--- src/pkg/regbank_consts.svh ---
// Purpose: Offsets, field positions, reset values and codes of the mode control bank.
// Assumes: Printed offsets are register indices; byte address is four times the index.
// Notes: Definitions only.
`ifndef REGBANK_CONSTS_SVH
`define REGBANK_CONSTS_SVH
`define IDX_MON_LEFT_GAIN 8'h0F
`define IDX_MON_RIGHT_GAIN 8'h10
`define IDX_PBO_CTRL_A 8'h11
`define IDX_PBO_CTRL_B 8'h12
`define IDX_MODE_SELECT 8'h20
`define RST_MON_LEFT_GAIN 8'h57
`define RST_MON_RIGHT_GAIN 8'h57
`define RST_PBO_CTRL_A 8'h80
`define RST_PBO_CTRL_B 8'h1B
`define RST_MODE_SELECT 8'h00
`define MASK_GAIN 8'h7F
`define MASK_PBO_CTRL_A 8'hA3
`define MASK_PBO_CTRL_B 8'h7F
`define MASK_MODE_SELECT 8'h03
`define BIT_PBO_ENABLE 7
`define BIT_LINE_MUTE 5
`define BIT_LEFT_OPAMP 1
`define BIT_RIGHT_OPAMP 0
`define BIT_HPH_AMP 6
`define BIT_PUMP_BYPASS 5
`define BIT_REGULATOR 4
`define BIT_PUMP 3
`define BIT_PREAMP 2
`define GAIN_MAX_CODE 7'h3E
`define GAIN_RESERVED_CODE 7'h3F
`define GAIN_MUTE_NEG_ATT 7'h57
`define GAIN_MUTE_PLAIN 7'h7F
`define HPH_SRC_PREAMP 2'h0
`define HPH_SRC_OPAMP 2'h1
`define HPH_SRC_RESERVED 2'h2
`define HPH_SRC_LINE_ONLY 2'h3
`endif

--- src/pkg/regbank_pkg.sv ---
// Purpose: Types shared by the mode control bank.
// Assumes: Nothing beyond the constants header.
// Notes: Monitor and playback mode codes are one-hot; MODE_OTHER is zero.
package regbank_pkg;
  typedef enum logic [1:0] {
    MODE_OTHER = 2'h0,
    MODE_MONITOR = 2'h1,
    MODE_PLAYBACK = 2'h2
  } op_mode_t;
endpackage

--- src/core/mode_control_regs.sv ---
// Purpose: APB bank of monitor gains and playback-only controls driving analog lines.
// Assumes: Operating mode is written by software into a mode select register.
// Notes: Writes are not gated; outputs other than gain_code_reserved are gated by the active operating mode.
// Overview of operation
// - Gain is code times half decibel.
// - Mute code depends on attenuation setting.
// - Right gain mirrors left gain coding.
// - Playback-only enable bit, resets to one.
// - Line input mute bit, resets zero.
// - Left opamp one enable bit.
// - Right opamp one enable bit.
// - Headphone amp enable; clear closes bypass.
// - Charge pump bypass enable bit.
// - Supply regulator enable, resets to one.
// - Pump enable; clear activates bypass switch.
// - Preamplifier enable bit, resets zero.
// - Headphone source select, resets to 11.
// - Source codes: preamp, opamp, reserved, line.
//
// The APB register port was decided locally.
`include "regbank_consts.svh"
module mode_control_regs #(
  parameter int ADDR_WIDTH = 12
) (
  input wire logic pclk,
  input wire logic presetn,
  input wire logic psel,
  input wire logic penable,
  input wire logic pwrite,
  input wire logic [ADDR_WIDTH-1:0] paddr,
  input wire logic [31:0] pwdata,
  input wire logic [3:0] pstrb,
  output logic [31:0] prdata,
  output logic pready,
  output logic pslverr,
  input wire logic negative_attenuation_enable,
  output logic [6:0] monitor_left_gain_code,
  output logic [6:0] monitor_right_gain_code,
  output logic monitor_left_mute,
  output logic monitor_right_mute,
  output logic playback_line_input_mute,
  output logic playback_left_opamp_enable,
  output logic playback_right_opamp_enable,
  output logic headphone_amp_enable,
  output logic music_bypass_switch_on,
  output logic supply_pump_bypass_enable,
  output logic mic_supply_regulator_enable,
  output logic mic_supply_pump_enable,
  output logic mic_preamp_enable,
  output logic [1:0] headphone_source_select,
  output logic gain_code_reserved
);
  if (ADDR_WIDTH < 11 || ADDR_WIDTH > 32)
  begin
    $error("ADDR_WIDTH must lie between 11 and 32");
  end

  logic [7:0] mon_left_r;
  logic [7:0] mon_right_r;
  logic [7:0] pbo_a_r;
  logic [7:0] pbo_b_r;
  logic [7:0] mode_sel_r;
  logic [6:0] left_steps;
  logic [6:0] right_steps;
  logic left_mute;
  logic right_mute;
  logic left_rsv;
  logic right_rsv;
  logic in_monitor;
  logic in_playback;
  logic pbo_on;
  logic wr_en;
  logic rd_en;
  logic addr_ok;
  logic [7:0] idx;
  logic [7:0] rd_val;

  function automatic logic [7:0] merge(input logic [7:0] old, input logic [31:0] wd,
                                       input logic [3:0] be, input logic [7:0] mask);
    merge = be[0] ? (wd[7:0] & mask) : old;
  endfunction

  assign idx = paddr[9:2];
  assign addr_ok = (paddr[1:0] == 2'h0) && (paddr[ADDR_WIDTH-1:10] == '0);
  assign wr_en = psel && penable && pwrite;
  assign rd_en = psel && !penable && !pwrite;
  assign pready = 1'b1;

  always_comb
  begin
    pslverr = 1'b0;
    rd_val = 8'h00;
    if (!addr_ok)
    begin
      pslverr = psel && penable;
    end
    else if (idx == `IDX_MON_LEFT_GAIN)
    begin
      rd_val = mon_left_r;
    end
    else if (idx == `IDX_MON_RIGHT_GAIN)
    begin
      rd_val = mon_right_r;
    end
    else if (idx == `IDX_PBO_CTRL_A)
    begin
      rd_val = pbo_a_r;
    end
    else if (idx == `IDX_PBO_CTRL_B)
    begin
      rd_val = pbo_b_r;
    end
    else if (idx == `IDX_MODE_SELECT)
    begin
      rd_val = mode_sel_r;
    end
    else
    begin
      pslverr = psel && penable;
    end
  end

  // Gain registers store the code as written; the reserved code is flagged and decodes to zero steps.
  always_ff @(posedge pclk or negedge presetn)
  begin
    if (!presetn)
    begin
      mon_left_r <= `RST_MON_LEFT_GAIN;
      mon_right_r <= `RST_MON_RIGHT_GAIN;
    end
    else if (wr_en && addr_ok)
    begin
      if (idx == `IDX_MON_LEFT_GAIN)
      begin
        mon_left_r <= merge(mon_left_r, pwdata, pstrb, `MASK_GAIN);
      end
      else if (idx == `IDX_MON_RIGHT_GAIN)
      begin
        mon_right_r <= merge(mon_right_r, pwdata, pstrb, `MASK_GAIN);
      end
    end
  end

  always_ff @(posedge pclk or negedge presetn)
  begin
    if (!presetn)
    begin
      pbo_a_r <= `RST_PBO_CTRL_A;
      pbo_b_r <= `RST_PBO_CTRL_B;
    end
    else if (wr_en && addr_ok)
    begin
      if (idx == `IDX_PBO_CTRL_A)
      begin
        pbo_a_r <= merge(pbo_a_r, pwdata, pstrb, `MASK_PBO_CTRL_A);
      end
      else if (idx == `IDX_PBO_CTRL_B)
      begin
        pbo_b_r <= merge(pbo_b_r, pwdata, pstrb, `MASK_PBO_CTRL_B);
      end
    end
  end

  always_ff @(posedge pclk or negedge presetn)
  begin
    if (!presetn)
    begin
      mode_sel_r <= `RST_MODE_SELECT;
    end
    else if (wr_en && addr_ok && idx == `IDX_MODE_SELECT)
    begin
      mode_sel_r <= merge(mode_sel_r, pwdata, pstrb, `MASK_MODE_SELECT);
    end
  end

  always_ff @(posedge pclk or negedge presetn)
  begin
    if (!presetn)
    begin
      prdata <= 32'h0000_0000;
    end
    // Loaded at the end of the setup cycle, so the word already stands at the access edge.
    else if (rd_en)
    begin
      prdata <= {24'h00_0000, rd_val};
    end
  end

  gain_decode left_dec (
    .code(mon_left_r[6:0]),
    .negative_attenuation_enable(negative_attenuation_enable),
    .half_db_steps(left_steps),
    .mute(left_mute),
    .reserved_code(left_rsv)
  );

  gain_decode right_dec (
    .code(mon_right_r[6:0]),
    .negative_attenuation_enable(negative_attenuation_enable),
    .half_db_steps(right_steps),
    .mute(right_mute),
    .reserved_code(right_rsv)
  );

  // A reserved mode select value selects neither mode, so lines rest off, the source select at line only, and gain_code_reserved still flags.
  assign in_monitor = (mode_sel_r[1:0] == regbank_pkg::MODE_MONITOR);
  assign in_playback = (mode_sel_r[1:0] == regbank_pkg::MODE_PLAYBACK);
  assign pbo_on = in_playback && pbo_a_r[`BIT_PBO_ENABLE];

  // Outputs are registered so the analog lines never see decode glitches.
  always_ff @(posedge pclk or negedge presetn)
  begin
    if (!presetn)
    begin
      monitor_left_gain_code <= 7'h00;
      monitor_right_gain_code <= 7'h00;
      monitor_left_mute <= 1'b0;
      monitor_right_mute <= 1'b0;
      gain_code_reserved <= 1'b0;
    end
    else
    begin
      monitor_left_gain_code <= in_monitor ? left_steps : 7'h00;
      monitor_right_gain_code <= in_monitor ? right_steps : 7'h00;
      monitor_left_mute <= in_monitor && left_mute;
      monitor_right_mute <= in_monitor && right_mute;
      gain_code_reserved <= left_rsv || right_rsv;
    end
  end

  // Every enable rests off and the source select at line only outside playback-only operation, so no analog block wakes early.
  always_ff @(posedge pclk or negedge presetn)
  begin
    if (!presetn)
    begin
      playback_line_input_mute <= 1'b0;
    end
    else
    begin
      playback_line_input_mute <= pbo_on && pbo_a_r[`BIT_LINE_MUTE];
    end
  end

  always_ff @(posedge pclk or negedge presetn)
  begin
    if (!presetn)
    begin
      playback_left_opamp_enable <= 1'b0;
    end
    else
    begin
      playback_left_opamp_enable <= pbo_on && pbo_a_r[`BIT_LEFT_OPAMP];
    end
  end

  always_ff @(posedge pclk or negedge presetn)
  begin
    if (!presetn)
    begin
      playback_right_opamp_enable <= 1'b0;
    end
    else
    begin
      playback_right_opamp_enable <= pbo_on && pbo_a_r[`BIT_RIGHT_OPAMP];
    end
  end

  always_ff @(posedge pclk or negedge presetn)
  begin
    if (!presetn)
    begin
      headphone_amp_enable <= 1'b0;
    end
    else
    begin
      headphone_amp_enable <= pbo_on && pbo_b_r[`BIT_HPH_AMP];
    end
  end

  always_ff @(posedge pclk or negedge presetn)
  begin
    if (!presetn)
    begin
      music_bypass_switch_on <= 1'b0;
    end
    else
    begin
      music_bypass_switch_on <= pbo_on &&
        (!pbo_b_r[`BIT_HPH_AMP] || !pbo_b_r[`BIT_PUMP]);
    end
  end

  always_ff @(posedge pclk or negedge presetn)
  begin
    if (!presetn)
    begin
      supply_pump_bypass_enable <= 1'b0;
    end
    else
    begin
      supply_pump_bypass_enable <= pbo_on && pbo_b_r[`BIT_PUMP_BYPASS];
    end
  end

  always_ff @(posedge pclk or negedge presetn)
  begin
    if (!presetn)
    begin
      mic_supply_regulator_enable <= 1'b0;
    end
    else
    begin
      mic_supply_regulator_enable <= pbo_on && pbo_b_r[`BIT_REGULATOR];
    end
  end

  always_ff @(posedge pclk or negedge presetn)
  begin
    if (!presetn)
    begin
      mic_supply_pump_enable <= 1'b0;
    end
    else
    begin
      mic_supply_pump_enable <= pbo_on && pbo_b_r[`BIT_PUMP];
    end
  end

  always_ff @(posedge pclk or negedge presetn)
  begin
    if (!presetn)
    begin
      mic_preamp_enable <= 1'b0;
    end
    else
    begin
      mic_preamp_enable <= pbo_on && pbo_b_r[`BIT_PREAMP];
    end
  end

  // The reserved source code would reach an absent path, so it falls back to line only.
  always_ff @(posedge pclk or negedge presetn)
  begin
    if (!presetn)
    begin
      headphone_source_select <= `HPH_SRC_LINE_ONLY;
    end
    else if (!pbo_on || pbo_b_r[1:0] == `HPH_SRC_RESERVED)
    begin
      headphone_source_select <= `HPH_SRC_LINE_ONLY;
    end
    else
    begin
      headphone_source_select <= pbo_b_r[1:0];
    end
  end
endmodule

--- src/core/gain_decode.sv ---
// Purpose: Turns a seven-bit gain code into half-decibel steps and a mute flag.
// Assumes: Code and the attenuation setting come from registers on the same clock.
// Notes: Combinational; callers register the results.
`include "regbank_consts.svh"
module gain_decode (
  input wire logic [6:0] code,
  input wire logic negative_attenuation_enable,
  output logic [6:0] half_db_steps,
  output logic mute,
  output logic reserved_code
);
  always_comb
  begin
    reserved_code = (code == `GAIN_RESERVED_CODE);
    mute = negative_attenuation_enable ? (code == `GAIN_MUTE_NEG_ATT) :
      (code == `GAIN_MUTE_PLAIN);
    if (mute || code > `GAIN_MAX_CODE)
    begin
      half_db_steps = 7'h00;
    end
    else
    begin
      half_db_steps = code;
    end
  end
endmodule

--- config.mk ---
export PLATFORM = sky130hd
export DESIGN_NAME = mode_control_regs
export DESIGN_NICKNAME = d
export VERILOG_FILES = /design/src/pkg/regbank_pkg.sv /design/src/core/mode_control_regs.sv /design/src/core/gain_decode.sv
export VERILOG_INCLUDE_DIRS = /design/src /design/src/pkg
export SDC_FILE = /design/constraint.sdc
export NUM_CORES = 1
export LEC_CHECK = 0
export ABC_AREA = 1
export ABC_CLOCK_PERIOD_IN_PS = 2150
export BUFFER_PORTS_ARGS = -buffer_cell sky130_fd_sc_hd__buf_2
export CORE_MARGIN = 4
export CORE_UTILIZATION = 44
export DETAILED_ROUTE_END_ITERATION = 10
export PLACE_DENSITY = 0.73
export SLEW_MARGIN = 20
export SYNTH_ARGS = -nofsm -noshare
export SYNTH_HDL_FRONTEND = slang
export SYNTH_HIERARCHICAL = 1
export SYNTH_SLANG_ARGS = --single-unit
--- constraint.sdc ---
create_clock -name pclk -period 2.15 [get_ports pclk]
set_clock_uncertainty 0.05 [all_clocks]
set_input_delay 0.215 -clock pclk [delete_from_list [all_inputs] [get_ports pclk]]
set_output_delay 0.215 -clock pclk [all_outputs]
set_load 0.02 [all_outputs]
# Yosys cells after proc, flatten, opt, wreduce, memory -nomap -nowiden

Index checks and enable logic that the tools add are counted.
Widths: inputs -> output; s select.

Register bits after elaboration: 63
Input port bits: 54
Output and inout port bits: 62

Magnitude comparators: 2
Eq/ne operators: 14
Muxes and demuxes: 19
Bitwise logic cells: 2
Reductions and logical operators: 36

Operators with widths:

| kind               | number |
|---|---|
| $mux 7             | 5 |
| $mux 8             | 4 |
| $eq 7x7->1 const B | 4 |
| $eq 8x5->1 const B | 3 |
| $logic_and 1x1->1  | 19 |
| $eq 7x6->1 const B | 2 |
| $gt 7x6->1 const B | 2 |
| $eq 8x4->1 const B | 1 |
| $eq 8x6->1 const B | 1 |
| $mux 1             | 8 |
| $reduce_and 4->1   | 2 |
| $reduce_and 3->1   | 2 |
| $logic_not 1->1    | 5 |
| $logic_or 1x1->1   | 5 |
| $eq 2x2->1 const B | 2 |
| $logic_not 2->1    | 2 |
| $mux 2             | 2 |
| $eq 2x1->1 const B | 1 |
| $not 1->1          | 2 |
| $reduce_and 2->1   | 1 |

# Logic depth before layout (Yosys ltp)

Gate-level depths: netlist (run 1).

Depth after elaboration: 7
Depth in mapped cells: 10

# Modules after synthesis

Netlist (run 1), hierarchy kept.

By module, submodules not included:

| module            | instances | cells each | area each (um^2) | sequential area each (um^2) |
|---|---|---|---|---|
| mode_control_regs | 1         | 335        | 2,900.3          | 1,597.8 |
| gain_decode       | 2         | 27         | 115.1            | 0.0 |

# Least setup slack after synthesis (run 1)

Ideal clock, no wire load.

Path kind: input -> output
Start point: input port paddr[7]
End point: output port pslverr
Data arrival time: 1,144 ps
Data required time: 1,885 ps
Slack: 741 ps
Stages: 8
Buffers on the path: 0
Cells stage by stage: inv_1 -> nand2_1 -> nor2_4 -> nand2_1 -> nand2_1 -> nor2_1 -> nand3_1 -> a21oi_1

Longest elaborated chain between the ends: 7

RTL lines:

| element              | line                     | RTL |
|---|---|---|
| start, declared      | mode_control_regs.sv:30  | `input wire logic [ADDR_WIDTH-1:0] paddr,` |
| $eq 8x6->1 (no line) | n/a                      |  |
| $mux 1               | mode_control_regs.sv:113 | `` else if (idx == `IDX_MODE_SELECT) `` |
| $mux 1               | mode_control_regs.sv:109 | `` else if (idx == `IDX_PBO_CTRL_B) `` |
| $mux 1               | mode_control_regs.sv:105 | `` else if (idx == `IDX_PBO_CTRL_A) `` |
| $mux 1               | mode_control_regs.sv:101 | `` else if (idx == `IDX_MON_RIGHT_GAIN) `` |
| $mux 1 *             | mode_control_regs.sv:97  | `` else if (idx == `IDX_MON_LEFT_GAIN) `` |
| $mux 1 *             | mode_control_regs.sv:93  | `if (!addr_ok)` |
| end, declared        | mode_control_regs.sv:35  | `output logic pslverr,` |

Mark *: on every way between the ends. The rest lies on a longest branch, timed or not.

# Final worst setup path (run 1)

Same ends and word-level chain as after synthesis.

==> results of run 1 <==
## tightest hold or removal path, cell delays in order
cell and delay (ns):
buf_2 0.10, nand3_1 0.07, nand2_1 0.05
## where the power goes
group / internal, mW / switching [mW]
clock network: 0.448 / 0.420
registers: 1.19 / 0.000389
logic: 0.0322 / 0.103
## cell usage in the layout, fill, tap and decap left out, types with 4 or more instances in the layout
cell type	count
o21ai_0	25
nor2_1	59
inv_1	67
nand3_1	16
o21ai_2	7
nand2_2	4
dfstp_2	17
clkbuf_8	10
dfrtp_1	46
nand2_1	93
o211ai_1	4
a21oi_1	4
buf_2	63
conb_1	27
clkbuf_1	4
## registers in the layout (all words and copies together) (netlist names)
signal                       flops
prdata                           8
mon_left_r                       7
mon_right_r                      7
monitor_left_gain_code           7
monitor_right_gain_code          7
pbo_b_r                          7
pbo_a_r                          4
headphone_source_select          2
mode_sel_r                       2
gain_code_reserved               1
headphone_amp_enable             1
mic_preamp_enable                1
mic_supply_pump_enable           1
mic_supply_regulator_enable      1
monitor_left_mute                1
monitor_right_mute               1
music_bypass_switch_on           1
playback_left_opamp_enable       1
playback_line_input_mute         1
playback_right_opamp_enable      1
supply_pump_bypass_enable        1
## final timing paths
kind | start | to | slack (ns) | cells after the start
min in group asynchronous | presetn | monitor_left_gain_code[6] | 0.26 | 2
max in group asynchronous | presetn | headphone_source_select[1] | 1.18 | 3
setup reg to reg | pbo_a_r[7] | music_bypass_switch_on | 0.69 | 4
hold reg to reg | pbo_b_r[6] | music_bypass_switch_on | 0.42 | 1
hold / removal | pwdata[7] | pbo_a_r[7] | 0.04 | 3
setup / recovery | paddr[7] | pslverr | 0.48 | 10
## cells in the mapped netlist (all sizes together)
cell type / number / share of area
o21ai: 32 / 0.060
o211ai: 4 / 0.0096
dfstp: 17 / 0.14
conb: 4 / 0.0048
or2: 2 / 0.0040
nor3: 1 / 0.0052
dfrtp: 46 / 0.37
nand2: 99 / 0.13
clkbuf: 1 / 0.0012
a21oi: 4 / 0.0064
nor2: 63 / 0.082
inv: 67 / 0.080
nand4: 1 / 0.0020
clkinv: 1 / 0.0012
buf: 30 / 0.076
nand3: 17 / 0.031
## cells by family after synthesis
family / Yosys count / synth area share
flops: 63 / 0.510
buf+inv: 99 / 0.158
compound gates: 40 / 0.0755
simple gates: 183 / 0.251
other cells: 4 / 0.00479
## layer usage
metal  part of all wire  global-route usage  vias to the layer above  wire length [microns]
met3              0.065              0.0552                        8                    426
met1               0.44               0.209                     1162                   2890
li1                   -                   -                     1255                      -
met4              0.013              0.0569                        0                     87
met2               0.48               0.266                       68                   3150
met5                  0                   0                        -                      0
## cell type report
| type | count | area (sq um) | share of cell area |
|---|---|---|---|
| Timing Repair Buffer | 66 | 353 | 0.0977 |
| Tap cell | 96 | 120 | 0.0333 |
| Clock buffer | 14 | 153 | 0.0423 |
| Sequential cell | 63 | 1600 | 0.442 |
| Multi-Input combinational cell | 250 | 1120 | 0.311 |
| Inverter | 68 | 255 | 0.0707 |
| Clock inverter | 2 | 10.0 | 0.00277 |
## stage by stage
stage / worst slack, ns / hold slack [ns]
2_1_floorplan: 0.741 / -0.131
3_3_place_gp: 0.513 / 0.0717
3_5_place_dp: 0.487 / 0.0875
4_1_cts: 0.488 / 0.0383
5_1_grt: 0.337 / 0.0581
6_report: 0.476 / 0.0416
==> run metrics, run 1 <==
Placed Area=3440 sq um; register bit count reported by yosys=63; antenna violations before repair=0; most frequent CP cell=nand2_1; layout cells sized above 1=0.246; critical path type=in -> out; worst-path maximum fanout=7; die width=92.4 microns; max_cap viols=0; CP arrival=1.41 ns; Vias/cell=4.46; Non-Filler Instances=559; Seq/Total Area, Yosys=0.510; Synth Area per Inst=8.05 sq um; Post-Syn Instances=389; Worst Setup End Kind=output port; Pins Over Slew Limit=0; Final Hold Viols=0; core area=6870 sq um; Area Growth Syn to Fin=15.4%; Routability Congestion=0.862; Synth Warn #=6; fmax=597 MHz; Synth cell types=24; P per Cell Area=607 nW/um^2; # IOs=116; drt first pass iters=4; Top delay family on crit path=simple AND/OR/NAND/NOR gates; setup bufs post-CTS=0; I/O Buffers=63; Die Ht=92.4 microns; setup TNS=0 ns; pin count of the biggest net entering global routing=51; fin crit share=0.779; cts bufs inserted=9; CTS resizes=0; post-DP HPWL=4930 microns; count of final setup violators=0; Antenna diodes=0; Hold Buf Count CTS=1; placed cells=542; # rows=30; Worst Tran Pin Value=0.526 ns; total power=2.19 mW; Worst-path clk slew=0.06 ns; outcome=complete, no violations; Synth Cell Area=3130 sq um; die footprint=8530 sq um; CTS root buf=clkbuf_8; crit path buf inv count=3; GRT Residual Overflow=0; relative slew slack=0.648; Hold WC Path Type=in -> reg; peak supply drop=0.278 mV; leakage power=1.87 nW; worst-case clock buffer depth=2; Residual DRC=0; worst skew pair latency=0.34 ns; Worst path max stage delay=0.23 ns; total track usage=0.165; Routed Antenna Nets=0; vias in the first global route=2482; fin util=0.526; post-layout instance area=3610 sq um; initial core utilization=0.456; CP cell instances=buf_2 -> inv_1 -> nand2_1 -> nor2_4 -> nand2_1 -> nand2_1 -> nor2_1 -> nand3_1 -> a21oi_1 -> buf_2; Fill cells=664; nets@finish=512; WL per Instance=11.7 microns; Max H-tree Level=3; 1st-iter DRT viols=136; first-pass GRT wire length=11200 microns; TritonCTS clock tree=yes; Sink Count=63; min cycle time layout=1.67 ns; RSZ-0062 raised after global routing=false; CP startpoint kind=primary input; Critical-path top delay cell=nor2_4; wirelength, routed=6560 microns; total number of vias=2493; required time worst endpoint=1.88 ns
Power figures use the tool's default switching activity.
==> run 2, diff against run 1 <==
- ABC_CLOCK_PERIOD_IN_PS: 2150 -> 1650
- clock period: 2.15 -> 1.65 ns (I/O delays scaled with it)
==> run metrics, run 2 (synthesis results as in run 1) <==
Hold WC Path Type=in -> reg; min cycle time layout=1.47 ns; Critical-path top delay cell=dfstp_2; Routed Antenna Nets=0; critical path type=reg -> reg; total number of vias=2492; cts bufs inserted=9; Sink Count=63; core area=6870 sq um; Residual DRC=0; Largest Register=prdata; total track usage=0.162; pin count of the biggest net entering global routing=64; crit path buf inv count=1; TritonCTS clock tree=yes; leakage power=1.93 nW; Final Hold Viols=0; worst-path maximum fanout=9; Vias/cell=4.40; Worst Setup End Kind=flip-flop; nets@finish=519; die footprint=8530 sq um; fin util=0.542; Max H-tree Level=3; wirelength, routed=6530 microns; antenna violations before repair=0; die width=92.4 microns; CP startpoint kind=flip-flop; CP arrival=1.67 ns; Worst path max stage delay=0.55 ns; Antenna diodes=0; RSZ-0062 raised after global routing=false; Routability Congestion=0.880; outcome=complete, no violations; fin crit share=0.889; required time worst endpoint=1.85 ns; P per Cell Area=846 nW/um^2; first-pass GRT wire length=11000 microns; max_cap viols=0; Worst Tran Pin Value=0.520 ns; worst skew pair latency=0.33 ns; Largest register FFs=8; GRT Residual Overflow=0; I/O Buffers=63; drt first pass iters=4; Area Growth Syn to Fin=18.9%; Pins Over Slew Limit=0; post-DP HPWL=4940 microns; Die Ht=92.4 microns; commonest non-fill, non-tap cell in the layout=nand2_1; count of final setup violators=0; WL per Instance=11.5 microns; fmax=682 MHz; # rows=30; layout cells sized above 1=0.264; CTS root buf=clkbuf_8; peak supply drop=0.354 mV; vias in the first global route=2457; CP cell instances=nand2_1 -> nor2_1 -> clkinv_1 -> a21oi_1; setup TNS=0 ns; Top delay family on crit path=flip-flops; # IOs=116; 1st-iter DRT viols=112; Worst-path clk slew=0.07 ns; relative slew slack=0.652; most frequent cells in the layout=nand2_1, inv_1, buf_2, nor2_1, dfrtp_1; worst-case clock buffer depth=2; initial core utilization=0.456; setup bufs post-CTS=0
run 2: what timing repair did:
action                                 in CTS  in global routing
resized for setup                           0                  0
endpoints found under the hold margin      46                  0
hold buffers                                1                  0
run 2: stage by stage:
stage / setup WS [ns] / power, mW / hold slack [ns] / instance area, sq um / instances
2_1_floorplan: 0.341 / 1.72 / -0.181 / 3220 / 412
3_3_place_gp: 0.213 / 1.75 / 0.141 / 3490 / 549
3_5_place_dp: 0.219 / 1.75 / 0.148 / 3490 / 549
4_1_cts: 0.196 / 3.17 / 0.000345 / 3720 / 566
5_1_grt: 0.0560 / 3.26 / 0.00597 / 3720 / 566
6_report: 0.184 / 3.15 / 0.00821 / 3720 / 566
run 2: final timing paths:
path / startpoint / end / slack [ns] / cells after the start
max in group asynchronous: presetn / mon_left_r[0] / 0.91 / 3
hold / removal: pwdata[7] / pbo_a_r[7] / 0.008 / 3
min in group asynchronous: presetn / monitor_left_gain_code[6] / 0.32 / 3
setup reg to reg: pbo_a_r[7] / music_bypass_switch_on / 0.18 / 4
setup / recovery: pbo_a_r[7] / music_bypass_switch_on / 0.18 / 4
hold reg to reg: prdata[1] / prdata[1] / 0.43 / 2
run 2: power breakdown:
group	internal [mW]	switching (mW)
Sequential	1.55	0.000501
Combinational	0.0435	0.134
Clock	0.864	0.558
run 2: cell type report:
class	count	area, sq um
timing repair buffer	73	405
tap	96	120
sequential	63	1600
clock inverter	2	37.5
fill	658	3150
inverter	68	255
multi-input combinational	250	1120
clock buffer	14	183
run 2: tightest hold or removal path, delay by kind of cell:
kind          cells  cell delay, ns
simple gates      2            0.12
buf+inv           1            0.10
run 2: metal layers:
| layer | wire, microns | up-vias | global-route usage |
|---|---|---|---|
| met4 | 147 | 0 | 0.0817 |
| li1 | - | 1269 | - |
| met2 | 3020 | 67 | 0.251 |
| met3 | 379 | 11 | 0.0406 |
| met5 | 0 | - | 0 |
| met1 | 2990 | 1145 | 0.210 |
